<file path="config.mk">
export PLATFORM = sky130hd
export DESIGN_NAME = soc_sysopt
export DESIGN_NICKNAME = d
export VERILOG_FILES = /design/src/inc/soc_pkg.sv /design/src/core/soc_clkout_gen.sv /design/src/core/soc_sysopt.sv
export SDC_FILE = /design/constraint.sdc
export NUM_CORES = 1
export LEC_CHECK = 0
export BUFFER_PORTS_ARGS = -buffer_cell sky130_fd_sc_hd__buf_2
export CORE_MARGIN = 10
export CORE_UTILIZATION = 25
export CTS_CLUSTER_DIAMETER = 60
export DETAILED_ROUTE_END_ITERATION = 16
export GPL_TIMING_DRIVEN = 0
export SKIP_LAST_GASP = 1
export SYNTH_ARGS = -nofsm -noshare
export SYNTH_HDL_FRONTEND = slang
export SYNTH_SLANG_ARGS = --single-unit
</file>
<file path="constraint.sdc">
create_clock -name hclk -period 3 [get_ports hclk]
set_clock_uncertainty 0.05 [all_clocks]
set_input_delay 0 -clock hclk [delete_from_list [all_inputs] [get_ports hclk]]
set_output_delay 0 -clock hclk [all_outputs]
set_load 0.02 [all_outputs]
</file>
<file path="src/inc/soc_pkg.sv">
// package: register map, field layout, reset values and types of the system options block
//
// Contract
// - options register always readable; bits 4:0 read zero.
// - only first options write after reset is taken; later writes ignored.
// - options bit 7 enables watchdog, reset 1; timeout then forces reset.
// - options bit 6 selects long watchdog timeout, reset 1; 0 short.
// - options bit 5 permits stop, reset 0; stop while denied forces reset.
// - clock-output bit 4 enables the divided clock on its port pin.
// - nonzero divide field in bits 2:0 gives bus clock over twice field.
// - enabled with zero divide field holds the pin low.
// - part number registers are read-only identification for a debug host.
// - 12-bit part number: bits 11:8 in high 3:0, bits 7:0 low.
// - high register bits 7:4 reserved; writes have no effect.
package soc_pkg;

  localparam logic [31:0] SOC_OFS_OPTIONS = 32'h0000_0000;
  localparam logic [31:0] SOC_OFS_CLKOUT = 32'h0000_0004;
  localparam logic [31:0] SOC_OFS_PART_HIGH = 32'h0000_0008;
  localparam logic [31:0] SOC_OFS_PART_LOW = 32'h0000_000C;
  localparam int SOC_ADDR_BITS = 4;

  localparam int SOC_OPT_WDOG_EN_BIT = 7;
  localparam int SOC_OPT_WDOG_LONG_BIT = 6;
  localparam int SOC_OPT_STOP_BIT = 5;
  localparam logic [7:0] SOC_OPT_RESET = 8'hC0;
  localparam logic [7:0] SOC_OPT_MASK = 8'hE0;

  localparam int SOC_CLK_EN_BIT = 4;
  localparam int SOC_DIV_W = 3;
  localparam logic [7:0] SOC_CLK_RESET = 8'h00;
  localparam logic [7:0] SOC_CLK_MASK = 8'h17;

  localparam int SOC_PART_HI_LSB = 8;
  localparam logic [3:0] SOC_PART_RSVD = 4'h0;

  localparam logic [1:0] SOC_HTRANS_NONSEQ = 2'h2;
  localparam logic [2:0] SOC_HSIZE_WORD = 3'h2;

  typedef struct packed {
    logic watchdog_enable;
    logic watchdog_long_timeout;
    logic stop_mode_permit;
  } soc_options_type;

  typedef struct packed {
    logic clock_out_pin_enable;
    logic [SOC_DIV_W-1:0] clock_out_divider_select;
  } soc_clkout_type;

endpackage : soc_pkg

</file>
<file path="src/core/soc_clkout_gen.sv">
// module: divided bus clock generator for the clock output pin
`timescale 1ns/1ps
`default_nettype none
module soc_clkout_gen
  import soc_pkg::*;
(
  input wire logic hclk,
  input wire logic hresetn,
  input wire soc_pkg::soc_clkout_type cfg,
  output logic pin_q,
  output logic pin_oe_n_q
);
  logic [SOC_DIV_W-1:0] cnt_q, cnt_d;
  logic pin_d, oe_n_d;

  always_comb begin
    cnt_d = cnt_q;
    pin_d = 1'b0;
    oe_n_d = ~cfg.clock_out_pin_enable;
    if (!cfg.clock_out_pin_enable || cfg.clock_out_divider_select == '0) begin
      cnt_d = '0;
    end else if (cnt_q >= cfg.clock_out_divider_select - 3'h1) begin
      cnt_d = '0;
      pin_d = ~pin_q;
    end else begin
      cnt_d = cnt_q + 3'h1;
      pin_d = pin_q;
    end
  end

  always_ff @(posedge hclk or negedge hresetn) begin
    if (!hresetn) begin
      cnt_q <= '0;
      pin_q <= 1'b0;
      pin_oe_n_q <= 1'b1;
    end else begin
      cnt_q <= cnt_d;
      pin_q <= pin_d;
      pin_oe_n_q <= oe_n_d;
    end
  end
endmodule : soc_clkout_gen
`default_nettype wire

</file>
<file path="src/core/soc_sysopt.sv">
// module: system options, clock output control and part number registers on AHB-Lite
//
// The implementer's own choices: register access over AHB-Lite and the address map.
`timescale 1ns/1ps
`default_nettype none
module soc_sysopt #(
  parameter logic [11:0] PART_NUMBER = 12'hA5C // arbitrary value
) (
  input wire logic hclk,
  input wire logic hresetn,
  input wire logic hsel,
  input wire logic [31:0] haddr,
  input wire logic [1:0] htrans,
  input wire logic hwrite,
  input wire logic [2:0] hsize,
  input wire logic [31:0] hwdata,
  input wire logic hready,
  output logic [31:0] hrdata,
  output logic hreadyout,
  output logic hresp,
  input wire logic watchdog_timeout,
  input wire logic stop_executed,
  output logic watchdog_enable,
  output logic watchdog_long_timeout,
  output logic stop_mode_permit,
  output logic watchdog_reset_req,
  output logic illegal_opcode_reset_req,
  output logic clock_out_port_pin,
  output logic clock_out_port_pin_oe_n
);
  import soc_pkg::*;

  // ------------------------------------------------------------
  // address phase capture
  // ------------------------------------------------------------
  logic wr_pend_q, wr_pend_d;
  logic rd_pend_d;
  logic [SOC_ADDR_BITS-1:0] addr_q, addr_d;
  logic take;

  assign take = hsel && hready && htrans == SOC_HTRANS_NONSEQ;

  always_comb begin
    // writes decode the same address window as reads: upper bits must be zero
    wr_pend_d = take && hwrite && haddr[31:SOC_ADDR_BITS] == '0;
    rd_pend_d = take && !hwrite;
    addr_d = take ? haddr[SOC_ADDR_BITS-1:0] : addr_q;
  end

  always_ff @(posedge hclk or negedge hresetn) begin
    if (!hresetn) begin
      wr_pend_q <= 1'b0;
      addr_q <= '0;
    end else begin
      wr_pend_q <= wr_pend_d;
      addr_q <= addr_d;
    end
  end

  // ------------------------------------------------------------
  // registers
  // ------------------------------------------------------------
  soc_options_type opt_q, opt_d;
  logic opt_locked_q, opt_locked_d;
  soc_clkout_type clk_q, clk_d;
  logic [31:0] rdata_d;
  logic [7:0] opt_rd, clk_rd;

  always_comb begin
    opt_d = opt_q;
    opt_locked_d = opt_locked_q;
    clk_d = clk_q;
    if (wr_pend_q && addr_q == SOC_OFS_OPTIONS[SOC_ADDR_BITS-1:0] && !opt_locked_q) begin
      opt_d.watchdog_enable = hwdata[SOC_OPT_WDOG_EN_BIT];
      opt_d.watchdog_long_timeout = hwdata[SOC_OPT_WDOG_LONG_BIT];
      opt_d.stop_mode_permit = hwdata[SOC_OPT_STOP_BIT];
      opt_locked_d = 1'b1;
    end
    if (wr_pend_q && addr_q == SOC_OFS_CLKOUT[SOC_ADDR_BITS-1:0]) begin
      clk_d.clock_out_pin_enable = hwdata[SOC_CLK_EN_BIT];
      clk_d.clock_out_divider_select = hwdata[SOC_DIV_W-1:0];
    end
  end

  always_comb begin
    opt_rd = {opt_q, 5'h00} & SOC_OPT_MASK;
    clk_rd = {3'h0, clk_q.clock_out_pin_enable, 1'b0, clk_q.clock_out_divider_select} & SOC_CLK_MASK;
    rdata_d = 32'h0000_0000;
    if (rd_pend_d) begin
      unique case (haddr[SOC_ADDR_BITS-1:0])
        SOC_OFS_OPTIONS[SOC_ADDR_BITS-1:0]: rdata_d = {24'h000000, opt_rd};
        SOC_OFS_CLKOUT[SOC_ADDR_BITS-1:0]: rdata_d = {24'h000000, clk_rd};
        SOC_OFS_PART_HIGH[SOC_ADDR_BITS-1:0]: begin
          rdata_d = {24'h000000, SOC_PART_RSVD, PART_NUMBER[11:SOC_PART_HI_LSB]};
        end
        SOC_OFS_PART_LOW[SOC_ADDR_BITS-1:0]: begin
          rdata_d = {24'h000000, PART_NUMBER[SOC_PART_HI_LSB-1:0]};
        end
        default: rdata_d = 32'h0000_0000;
      endcase
      if (haddr[31:SOC_ADDR_BITS] != '0) begin
        rdata_d = 32'h0000_0000;
      end
    end
  end

  always_ff @(posedge hclk or negedge hresetn) begin
    if (!hresetn) begin
      opt_q <= soc_options_type'(SOC_OPT_RESET[7:5]);
      opt_locked_q <= 1'b0;
      clk_q <= soc_clkout_type'(4'h0);
      hrdata <= 32'h0000_0000;
    end else begin
      opt_q <= opt_d;
      opt_locked_q <= opt_locked_d;
      clk_q <= clk_d;
      hrdata <= rdata_d;
    end
  end

  // ------------------------------------------------------------
  // outputs to watchdog and reset logic
  // ------------------------------------------------------------
  logic wd_rst_d, ilop_rst_d;

  always_comb begin
    wd_rst_d = opt_q.watchdog_enable && watchdog_timeout;
    ilop_rst_d = !opt_q.stop_mode_permit && stop_executed;
  end

  always_ff @(posedge hclk or negedge hresetn) begin
    if (!hresetn) begin
      watchdog_enable <= SOC_OPT_RESET[SOC_OPT_WDOG_EN_BIT];
      watchdog_long_timeout <= SOC_OPT_RESET[SOC_OPT_WDOG_LONG_BIT];
      stop_mode_permit <= SOC_OPT_RESET[SOC_OPT_STOP_BIT];
      watchdog_reset_req <= 1'b0;
      illegal_opcode_reset_req <= 1'b0;
      hreadyout <= 1'b1;
      hresp <= 1'b0;
    end else begin
      watchdog_enable <= opt_q.watchdog_enable;
      watchdog_long_timeout <= opt_q.watchdog_long_timeout;
      stop_mode_permit <= opt_q.stop_mode_permit;
      watchdog_reset_req <= wd_rst_d;
      illegal_opcode_reset_req <= ilop_rst_d;
      hreadyout <= 1'b1;
      hresp <= 1'b0;
    end
  end

  // ------------------------------------------------------------
  // clock output
  // ------------------------------------------------------------
  soc_clkout_gen u_clkout (
    .hclk(hclk),
    .hresetn(hresetn),
    .cfg(clk_q),
    .pin_q(clock_out_port_pin),
    .pin_oe_n_q(clock_out_port_pin_oe_n)
  );

  logic [2:0] unused_ok;
  assign unused_ok = hsize;
endmodule : soc_sysopt
`default_nettype wire

</file>
# [After elaboration in Yosys (flattened, before gate mapping)]
# Index checks and enable logic that the tools add are counted.
# W data, S select, Z words.
[word_totals] reg_bits=55
[classes] n_eq_ne=5 bitwise_logic=2 addsub=2 n_lt_le_gt_ge=1 mux=7 n_reduce_logical=21
[ops] cell="$mux W32" n=2
[ops] cell="$pmux W8 S4" n=1
[ops] cell="$logic_not A28 Y1" n=1
[ops] cell="$reduce_bool A28 Y1" n=1
[ops] cell="$logic_and A1 B1 Y1" n=10
[ops] cell="$eq A4 B3 Y1 const B" n=2
[ops] cell="$eq A4 B4 Y1 const B" n=2
[ops] cell="$logic_not A4 Y1" n=2
[ops] cell="$mux W3" n=2
[ops] cell="$logic_not A1 Y1" n=4
[ops] cell="$add A3 B1 Y3 const B" n=1
[ops] cell="$ge A3 B3 Y1" n=1
[ops] cell="$logic_not A3 Y1" n=1
[ops] cell="$sub A3 B1 Y3 const B" n=1
[ops] cell="$eq A2 B2 Y1 const B" n=1
[ops] cell="$mux W1" n=2
[ops] cell="$not A1 Y1" n=2
[ops] cell="$reduce_bool A2 Y1" n=1
[ops] cell="$logic_or A1 B1 Y1" n=1

# [Logic depth before layout (Yosys ltp)]
# Gate-level depths: netlist (run 1).
[depth] ltp_word=4 ltp_mapped=8

# [Hierarchy]
# From an unflattened synthesis (run 1), not the netlist that was laid out.
[hier_totals] cells_unflattened=135 hier_area_um2=1624.1
[by_module_without_submodules] module="soc_sysopt" instances=1 cells_per_inst=106 area_per_inst_um2=1318.8 seq_area_each_um2=655.6
[by_module_without_submodules] module="soc_clkout_gen" instances=1 cells_per_inst=29 area_per_inst_um2=305.3 seq_area_each_um2=126.4

# [Worst setup path after synthesis (run 1)]
# No wires, ideal clock.
[synth_timing] path_kind="flip-flop to flip-flop" startpoint="reg clk_q[0] (netlist name)" endpoint="reg u_clkout.cnt_q[2]" stages_incl_launch_ff=9 n_path_buf=0 arrival_time_ps=1777 setup_slack_ps=1101 setup_time_ps=72 cell_sequence="dfrtp_1 > inv_1 > ha_1 > ha_1 > ha_1 > a21oi_1 > o21ai_0 > or3_1 > nor2_1"
[synth_via] elab_chain_len=4 elab_cells_between_ends=6 classes_between="1 x add/sub; 1 x order compare; 2 x mux; 2 x reduce/logical"
[synth_rtl] element="from (decl)" line_no="soc_sysopt.sv:65" source="soc_clkout_type clk_q, clk_d;"
[synth_rtl] element="from (signal assigned)" line_no="soc_sysopt.sv:111" source="clk_q <= soc_clkout_type'(4'h0);"
[synth_rtl] element="from (signal assigned)" line_no="soc_sysopt.sv:116" source="clk_q <= clk_d;"
[synth_rtl] element="$sub A3 B1 Y3" line_no="soc_clkout_gen.sv:22" source="end else if (cnt_q >= cfg.clock_out_divider_select - 3'h1) begin"
[synth_rtl] element="$ge A3 B3 Y1" line_no="soc_clkout_gen.sv:22"
[synth_rtl] element="$mux W3" line_no="soc_clkout_gen.sv:22"
[synth_rtl] element="$mux W3 *" line_no="soc_clkout_gen.sv:20" source="if (!cfg.clock_out_pin_enable || cfg.clock_out_divider_select == '0) begin"
[synth_rtl] element="net u_clkout.cnt_d[2]" line_no="soc_clkout_gen.sv:13" source="logic [SOC_DIV_W-1:0] cnt_q, cnt_d;"
[synth_rtl] element="to (signal assigned)" line_no="soc_clkout_gen.sv:37" source="cnt_q <= cnt_d;"
[synth_rtl] element="to (decl)" line_no="soc_clkout_gen.sv:13"
# Mark *: on every way through the listed nets, which the timed path passes. The rest lies on a longest branch.
# A chain may end at the register's enable or synchronous reset.

# [Worst setup path in the final report (run 1)]
# Ends and elaborated chain as after synthesis.

==> results of run 1 <==
==> routing by layer <==
metal  vias to the layer above  GRT usage (%)
met5                         -              0
met4                         0           3.97
met3                         6           4.51
met2                        49           13.9
met1                       552           7.20
li1                        596              -
==> flip-flops by register name (all words and copies together) (netlist names), 3 cells and up <==
register        flops
u_clkout.cnt_q      3
clk_q               4
addr_q              4
opt_q               3
hrdata              8
==> cells in the final DEF (no fill, tap or decap) <==
| master | netlist | layout |
|---|---|---|
| a21boi_0 | 1 | 1 |
| a21oi_1 | 1 | 1 |
| and2_1 | 3 | 3 |
| and3_1 | 2 | 2 |
| and4b_1 | 1 | 1 |
| buf_2 | 0 | 61 |
| buf_4 | 26 | 26 |
| clkbuf_1 | 1 | 3 |
| clkbuf_2 | 1 | 1 |
| clkbuf_8 | 0 | 5 |
| clkinv_2 | 0 | 1 |
| conb_1 | 2 | 26 |
| dfrtp_1 | 26 | 26 |
| dfstp_2 | 5 | 5 |
| dlygate4sd3_1 | 0 | 15 |
| ha_1 | 6 | 6 |
| inv_1 | 8 | 8 |
| mux2_2 | 8 | 8 |
| mux2_4 | 3 | 3 |
| mux2i_1 | 1 | 1 |
| nand2_1 | 4 | 4 |
| nand4_1 | 1 | 1 |
| nand4b_1 | 1 | 1 |
| nand4b_4 | 1 | 1 |
| nor2_1 | 4 | 4 |
| nor2b_1 | 2 | 2 |
| nor3_1 | 3 | 3 |
| nor4_1 | 7 | 7 |
| o211a_1 | 2 | 2 |
| o21ai_0 | 1 | 1 |
| or2_1 | 1 | 1 |
| or2b_1 | 1 | 1 |
| or3_1 | 2 | 2 |
| or3_4 | 1 | 1 |
| or4b_1 | 1 | 1 |
| xnor2_1 | 2 | 2 |
==> worst max-delay path, delay by kind of cell, from the launching register on <==
family	cells	cell delay [ns]
AO/OA/AOI/OAI	2	0.25
adder cells (fa/ha/maj)	3	0.75
buffers and inverters	1	0.06
flip-flops	1	0.35
AND/OR/NAND/NOR	2	0.49
==> worst paths after layout <==
path,from,to,slack [ns]
worst max-delay path,clk_q[0]$_DFFE_PN0P_,u_clkout.cnt_q[2]$_DFF_PN0_,0.98
worst min-delay path,haddr[3],hrdata[3]$_DFF_PN0_,0.06
worst max register to register,clk_q[0]$_DFFE_PN0P_,u_clkout.cnt_q[2]$_DFF_PN0_,0.98
worst min register to register,opt_q[1]$_DFFE_PN1P_,watchdog_long_timeout$_DFF_PN1_,0.32
max in group asynchronous,hresetn,addr_q[3]$_DFFE_PN0P_,2.21
min in group asynchronous,hresetn,hrdata[5]$_DFF_PN0_,0.25
==> metrics by stage <==
stage | power (mW) | setup slack [ns] | cells
3_5_place_dp | 0.650 | 0.974 | 289
5_1_grt | 1.02 | 0.803 | 312
2_1_floorplan | 0.588 | 1.10 | 153
6_report | 0.961 | 0.976 | 312
3_3_place_gp | 0.645 | 0.983 | 289
4_1_cts | 0.972 | 0.961 | 312
==> power by group through the flow <==
stage	Clock (mW)	Sequential [mW]	Combinational (mW)
2_1_floorplan	0	0.479	0.108
3_3_place_gp	0	0.473	0.172
3_5_place_dp	0	0.475	0.175
4_1_cts	0.315	0.467	0.190
5_1_grt	0.338	0.472	0.215
6_report	0.306	0.466	0.190
==> final cells by class <==
cell class,instances,share of cell area [%]
Sequential cell,31,34.8
Multi-Input combinational cell,86,26.8
Timing Repair Buffer,76,20.3
Buffer,28,9.07
Tap cell,75,4.17
Clock buffer,7,3.39
Inverter,8,1.34
Clock inverter,1,0.223
==> timing repair <==
item | in CTS | in global routing
buffers inserted | 0 | 0
hold buffers | 15 | 0
hold endpoints to repair | 40 | 0
==> logic make-up after synthesis <==
group,synth area share [%]
xor+xnor,1.15
buf+inv,15.3
mux,9.50
fa+ha+maj,4.91
other cells,0.492
flops,51.2
simple gates,15.0
compound gates,2.46
==> reports/qor.csv, run 1 <==
metric;value;unit
crit-path cells;inv_1 -> ha_1 -> ha_1 -> ha_1 -> a21oi_1 -> o21ai_0 -> or3_1 -> nor2_1;
final period utilization;67.5;%
Sequential Power Share;48.5;%
Worst Hold Margin;0.0601;ns
crit path launch type;register;
internal power;0.708;mW
Clock Pin Slew Worst Setup and Hold Paths;0.06;ns
nets;318;
final setup vio count;0;
EDFF count, synth;0;
Post-Syn Area per Cell;11.8;µm²
Hold Vio Cnt, Final;0;
vias per inst;3.86;
Initial Util;25.8;%
CP Max Fanout;3;
area delta synth->final;47.2;%
highest routed metal layer;met4;
CTS tree;built;
Critical Path RT;3.16;ns
DR vias;1203;
Post-route DRC;0;
top cells by area, synth;dfrtp_1 (43%), buf_4 (13%), dfstp_2 (8.6%), mux2_2 (5.9%), ha_1 (4.9%);
combinational share of power;19.7;%
gr usage total;7.93;%
slowest stage delay, CP;0.38;ns
switching power;0.254;mW
TritonRoute pass-1 iters;4;
Clock Path Buffers;2;
drt total wl;3.73;mm
cell area after layout;2250;µm²
vias in the first global route;1396;
I/O pins;117;
CTS-repair resized insts;0;
cts bufs inserted;5;
WL met3;407;µm
Synth Flop Type;dfrtp_1;
routed len/inst;12.0;µm
PwrDens;428;nW/µm²
clock sink count;31;
Peak VDD IR;0.231;mV
Yosys top cell area share;42.6;%
GP Congestion;0.687;
Syn. warnings;0;
root buffer cell;clkbuf_8;
Chip Width;98.2;µm
Seq/Total Area, Yosys;51.2;%
actual slew at the worst max-slew pin;0.858;ns
core area;5920;µm²
critical path class;register to register;
Iter 0 DRT Violations;21;
htree depth;2;
M1 WL;1.33;mm
number of synthesized register bits;31;
port bufs;61;
WL met2;1.94;mm
Max Slew Vio Count;0;
initial antenna violation count;0;
fillers;587;
share of cells above drive strength 1;47.3;%
Critical Path AT;2.19;ns
post-synth top area cell;dfrtp_1;
Switching Share;26.4;%
first-pass GRT wire length;6.26;mm
clk_lat worst skew;0.28;ns
synthesized instance count;129;
synth cell count leaders;buf_4 (26), dfrtp_1 (26), inv_1 (8), mux2_2 (8), nor4_1 (7);
fraction of registers with async set/reset;100;%
Clk pwr share;31.8;%
area of the multi-input gates;602;µm²
Hold Path Class;primary input to register;
Crit. End Element;register;
Post-DP Area;2020;µm²
status;finished clean;
Detail Placement HPWL;3.08;mm
Die Ht;98.2;µm
Worst path most repeated cell;ha_1;
die area;9640;µm²
antenna-violating nets left;0;
final design utilization;38.0;%
max-cap violations;0;
f_max;494;MHz
Slowest cell on crit path;or3_1;
remaining global-route overflow;0;
FF/Latch Area;782;µm²
Yosys cell types;32;
Tmin final;2.02;ns
Hold Crit Depth;2;
row count;28;
diodes inserted;0;
leakage power;1.26;nW
Setup TNS;0;ns
unrepaired setup endpoints after global routing;no;
Slew HR;42.4;%
FF-to-FF path depth;8;
mapped cell area;1530;µm²
largest net degree at the start of global routing;32;
(Power assumes the default switching activity.)
==> run 2, diff against run 1 <==
ABC_AREA = 1   (was unset)
clock period = 1.7 ns   (was 3 ns; I/O delays follow)
==> run 2 against run 1 <==
  * Clock power up 100%
  * Fmax up 23%
  * Global-route usage about the same
  * Design area up 12%
  * Non-clock buffer count up 1
  * Critical path depth unchanged
  * Final cell count up 25%
  * Sequential power up 73%
==> reports/qor.csv, run 2 <==
metric;value;unit;change
status;finished clean;;
first-pass GRT wire length;6.63;mm;+5.9%
GP Congestion;0.703;;+2.2%
cts bufs inserted;5;;unchanged
final design utilization;37.4;%;-0.55 points
routed len/inst;10.6;µm;-11%
Peak VDD IR;0.219;mV;-5.0%
row count;30;;+7.1%
port bufs;62;;+1.6%
post-synth top area cell;dfrtp_1;;
diodes inserted;0;;unchanged
Initial Util;25.4;%;-0.38 points
Final WS setup;0.0545;ns;-0.921 ns
number of synthesized register bits;31;;unchanged
actual slew at the worst max-slew pin;0.669;ns;-0.189 ns
biggest regs;hrdata x8, addr_q x4, clk_q x4;;
synth cell count leaders;inv_1 (35), nand2_1 (29), nor2_1 (28);;
CP Max Fanout;3;;unchanged
CTS tree;built;;
max-cap violations;0;;unchanged
Clock Pin Slew Worst Setup and Hold Paths;0.06;ns;about the same
Max Slew Vio Count;0;;unchanged
share of cells above drive strength 1;39.4;%;-7.9 points
Slew HR;55.4;%;+13 points
I/O pins;117;;unchanged
Critical Path AT;1.81;ns;-0.38 ns
vias in the first global route;1501;;+7.5%
mapped cell area;1710;µm²;+12%
antenna-violating nets left;0;;unchanged
gr usage total;7.93;%;about the same
synthesized instance count;199;;+54%
core area;6720;µm²;+13%
Synth Flop Type;dfrtp_1;;
commonest non-fill, non-tap cells in the layout;buf_2 (62), inv_1 (33), nand2_1 (29);;
initial antenna violation count;0;;unchanged
Post-route DRC;0;;unchanged
Crit. End Element;register;;
top cells by area, synth;dfrtp_1 (38%), buf_4 (11%), dfstp_2 (7.7%), inv_1 (7.7%), nand2_1 (6.4%);;
clk_lat worst skew;0.28;ns;about the same
fraction of registers with async set/reset;100;%;unchanged
leakage power;1.39;nW;+11%
Tmin final;1.65;ns;-0.379 ns
f_max;608;MHz;+23%
PwrDens;719;nW/µm²;+68%
critical path class;register to register;;
die area;10500;µm²;+9.3%
Yosys top cell area share;38.1;%;-4.5 points
clock sink count;31;;unchanged
pre-CTS WS;-0.117;ns;-1.09 ns
crit path launch type;register;;
EDFF count, synth;0;;unchanged
vias per inst;3.70;;-4.1%
Clock Path Buffers;2;;unchanged
remaining global-route overflow;0;;unchanged
total power;1.81;mW;+88%
Hold Vio Cnt, Final;0;;unchanged
Largest register FFs;8;;unchanged
Seq/Total Area, Yosys;45.8;%;-5.4 points
Detail Placement HPWL;3.40;mm;+11%
unrepaired setup endpoints after global routing;yes;;
Syn. warnings;0;;unchanged
area delta synth->final;47.3;%;about the same
DR vias;1442;;+20%
top-count cell post-synth;inv_1;;
Most flops, register;hrdata;;
Worst Hold Margin;0.0541;ns;-0.00596 ns
nets;391;;+23%
largest net degree at the start of global routing;32;;unchanged
TritonRoute pass-1 iters;3;;-1
Setup TNS;0;ns;unchanged
root buffer cell;clkbuf_8;;
commonest non-fill, non-tap cell in the layout;buf_2;;
final period utilization;96.8;%;+29 points
Hold Path Class;primary input to register;;
htree depth;2;;unchanged
Chip Width;103;µm;+4.6%
drt total wl;4.15;mm;+11%
Post-Syn Area per Cell;8.58;µm²;-28%
Critical Path RT;1.87;ns;-1.29 ns
Iter 0 DRT Violations;27;;+29%
Yosys cell types;25;;-22%
final setup vio count;0;;unchanged
Die Ht;103;µm;+4.6%
-- run 2: metrics by stage --
step | cell area [µm²] | cells
4_1_cts | 2500 | 389
5_1_grt | 2510 | 390
3_5_place_dp | 2220 | 365
6_report | 2510 | 390
2_1_floorplan | 1810 | 223
3_3_place_gp | 2220 | 365
-- run 2: final timing paths --
kind	startpoint	cells after the start	slack (ns)	to
setup reg to reg	clk_q[0]$_DFFE_PN0P_	8	0.05	u_clkout.pin_q$_DFFE_PN0P_
hold / removal	htrans[0]	4	0.05	addr_q[2]$_DFFE_PN0P_
max in group asynchronous	hresetn	2	0.92	opt_q[0]$_DFFE_PN0P_
hold reg to reg	opt_q[1]$_DFFE_PN1P_	0	0.33	watchdog_long_timeout$_DFF_PN1_
min in group asynchronous	hresetn	2	0.25	u_clkout.pin_q$_DFFE_PN0P_
setup / recovery	clk_q[0]$_DFFE_PN0P_	8	0.05	u_clkout.pin_q$_DFFE_PN0P_
-- run 2: worst max-delay path, cell delays in order, from the launching register on --
cell and delay (ns):
dfrtp_1 0.35, inv_2 0.06, ha_4 0.16, ha_4 0.26, ha_4 0.20, a21oi_2 0.13, nand4_2 0.10, or2_0 0.21
nand2_1 0.06
-- run 2: where the power goes --
part           internal [mW]  switching [mW]  leakage [nW]
combinational          0.180           0.201         0.955
sequential             0.780          0.0262         0.386
clock                  0.369           0.253        0.0515
-- run 2: final cells by class --
type                            instances  area [µm²]
Tap cell                               80         100
Inverter                               37         139
Fill cell                             699        4200
Clock buffer                            8         100
Timing Repair Buffer                   79         475
Buffer                                 26         195
Sequential cell                        31         782
Multi-Input combinational cell        129         723
-- run 2: metal layers --
metal  vias up  GRT usage (%)  wire [µm]
met2        49           14.3       2150
met5         -              0          0
met4         0           3.58         77
met1       614           7.79       1550
li1        772              -          -
met3         7           3.22        370
-- run 2: cells by family after synthesis --
kind of cell	synth area share, %
XOR/XNOR	0.513
other	0.440
buffers and inverters	19.6
adder cells (fa/ha/maj)	4.40
AND/OR/NAND/NOR	25.2
AO/OA/AOI/OAI	4.10
flip-flops	45.8
-- run 2: timing repair --
| action | 4_1_cts | 5_1_grt |
|---|---|---|
| pin swaps | 0 | 1 |
| hold endpoints to repair | 41 | 0 |
| setup buffers | 1 | 1 |
| endpoints found under the setup margin | 1 | 4 |
| hold buffers | 15 | 0 |
| resized for setup | 3 | 2 |
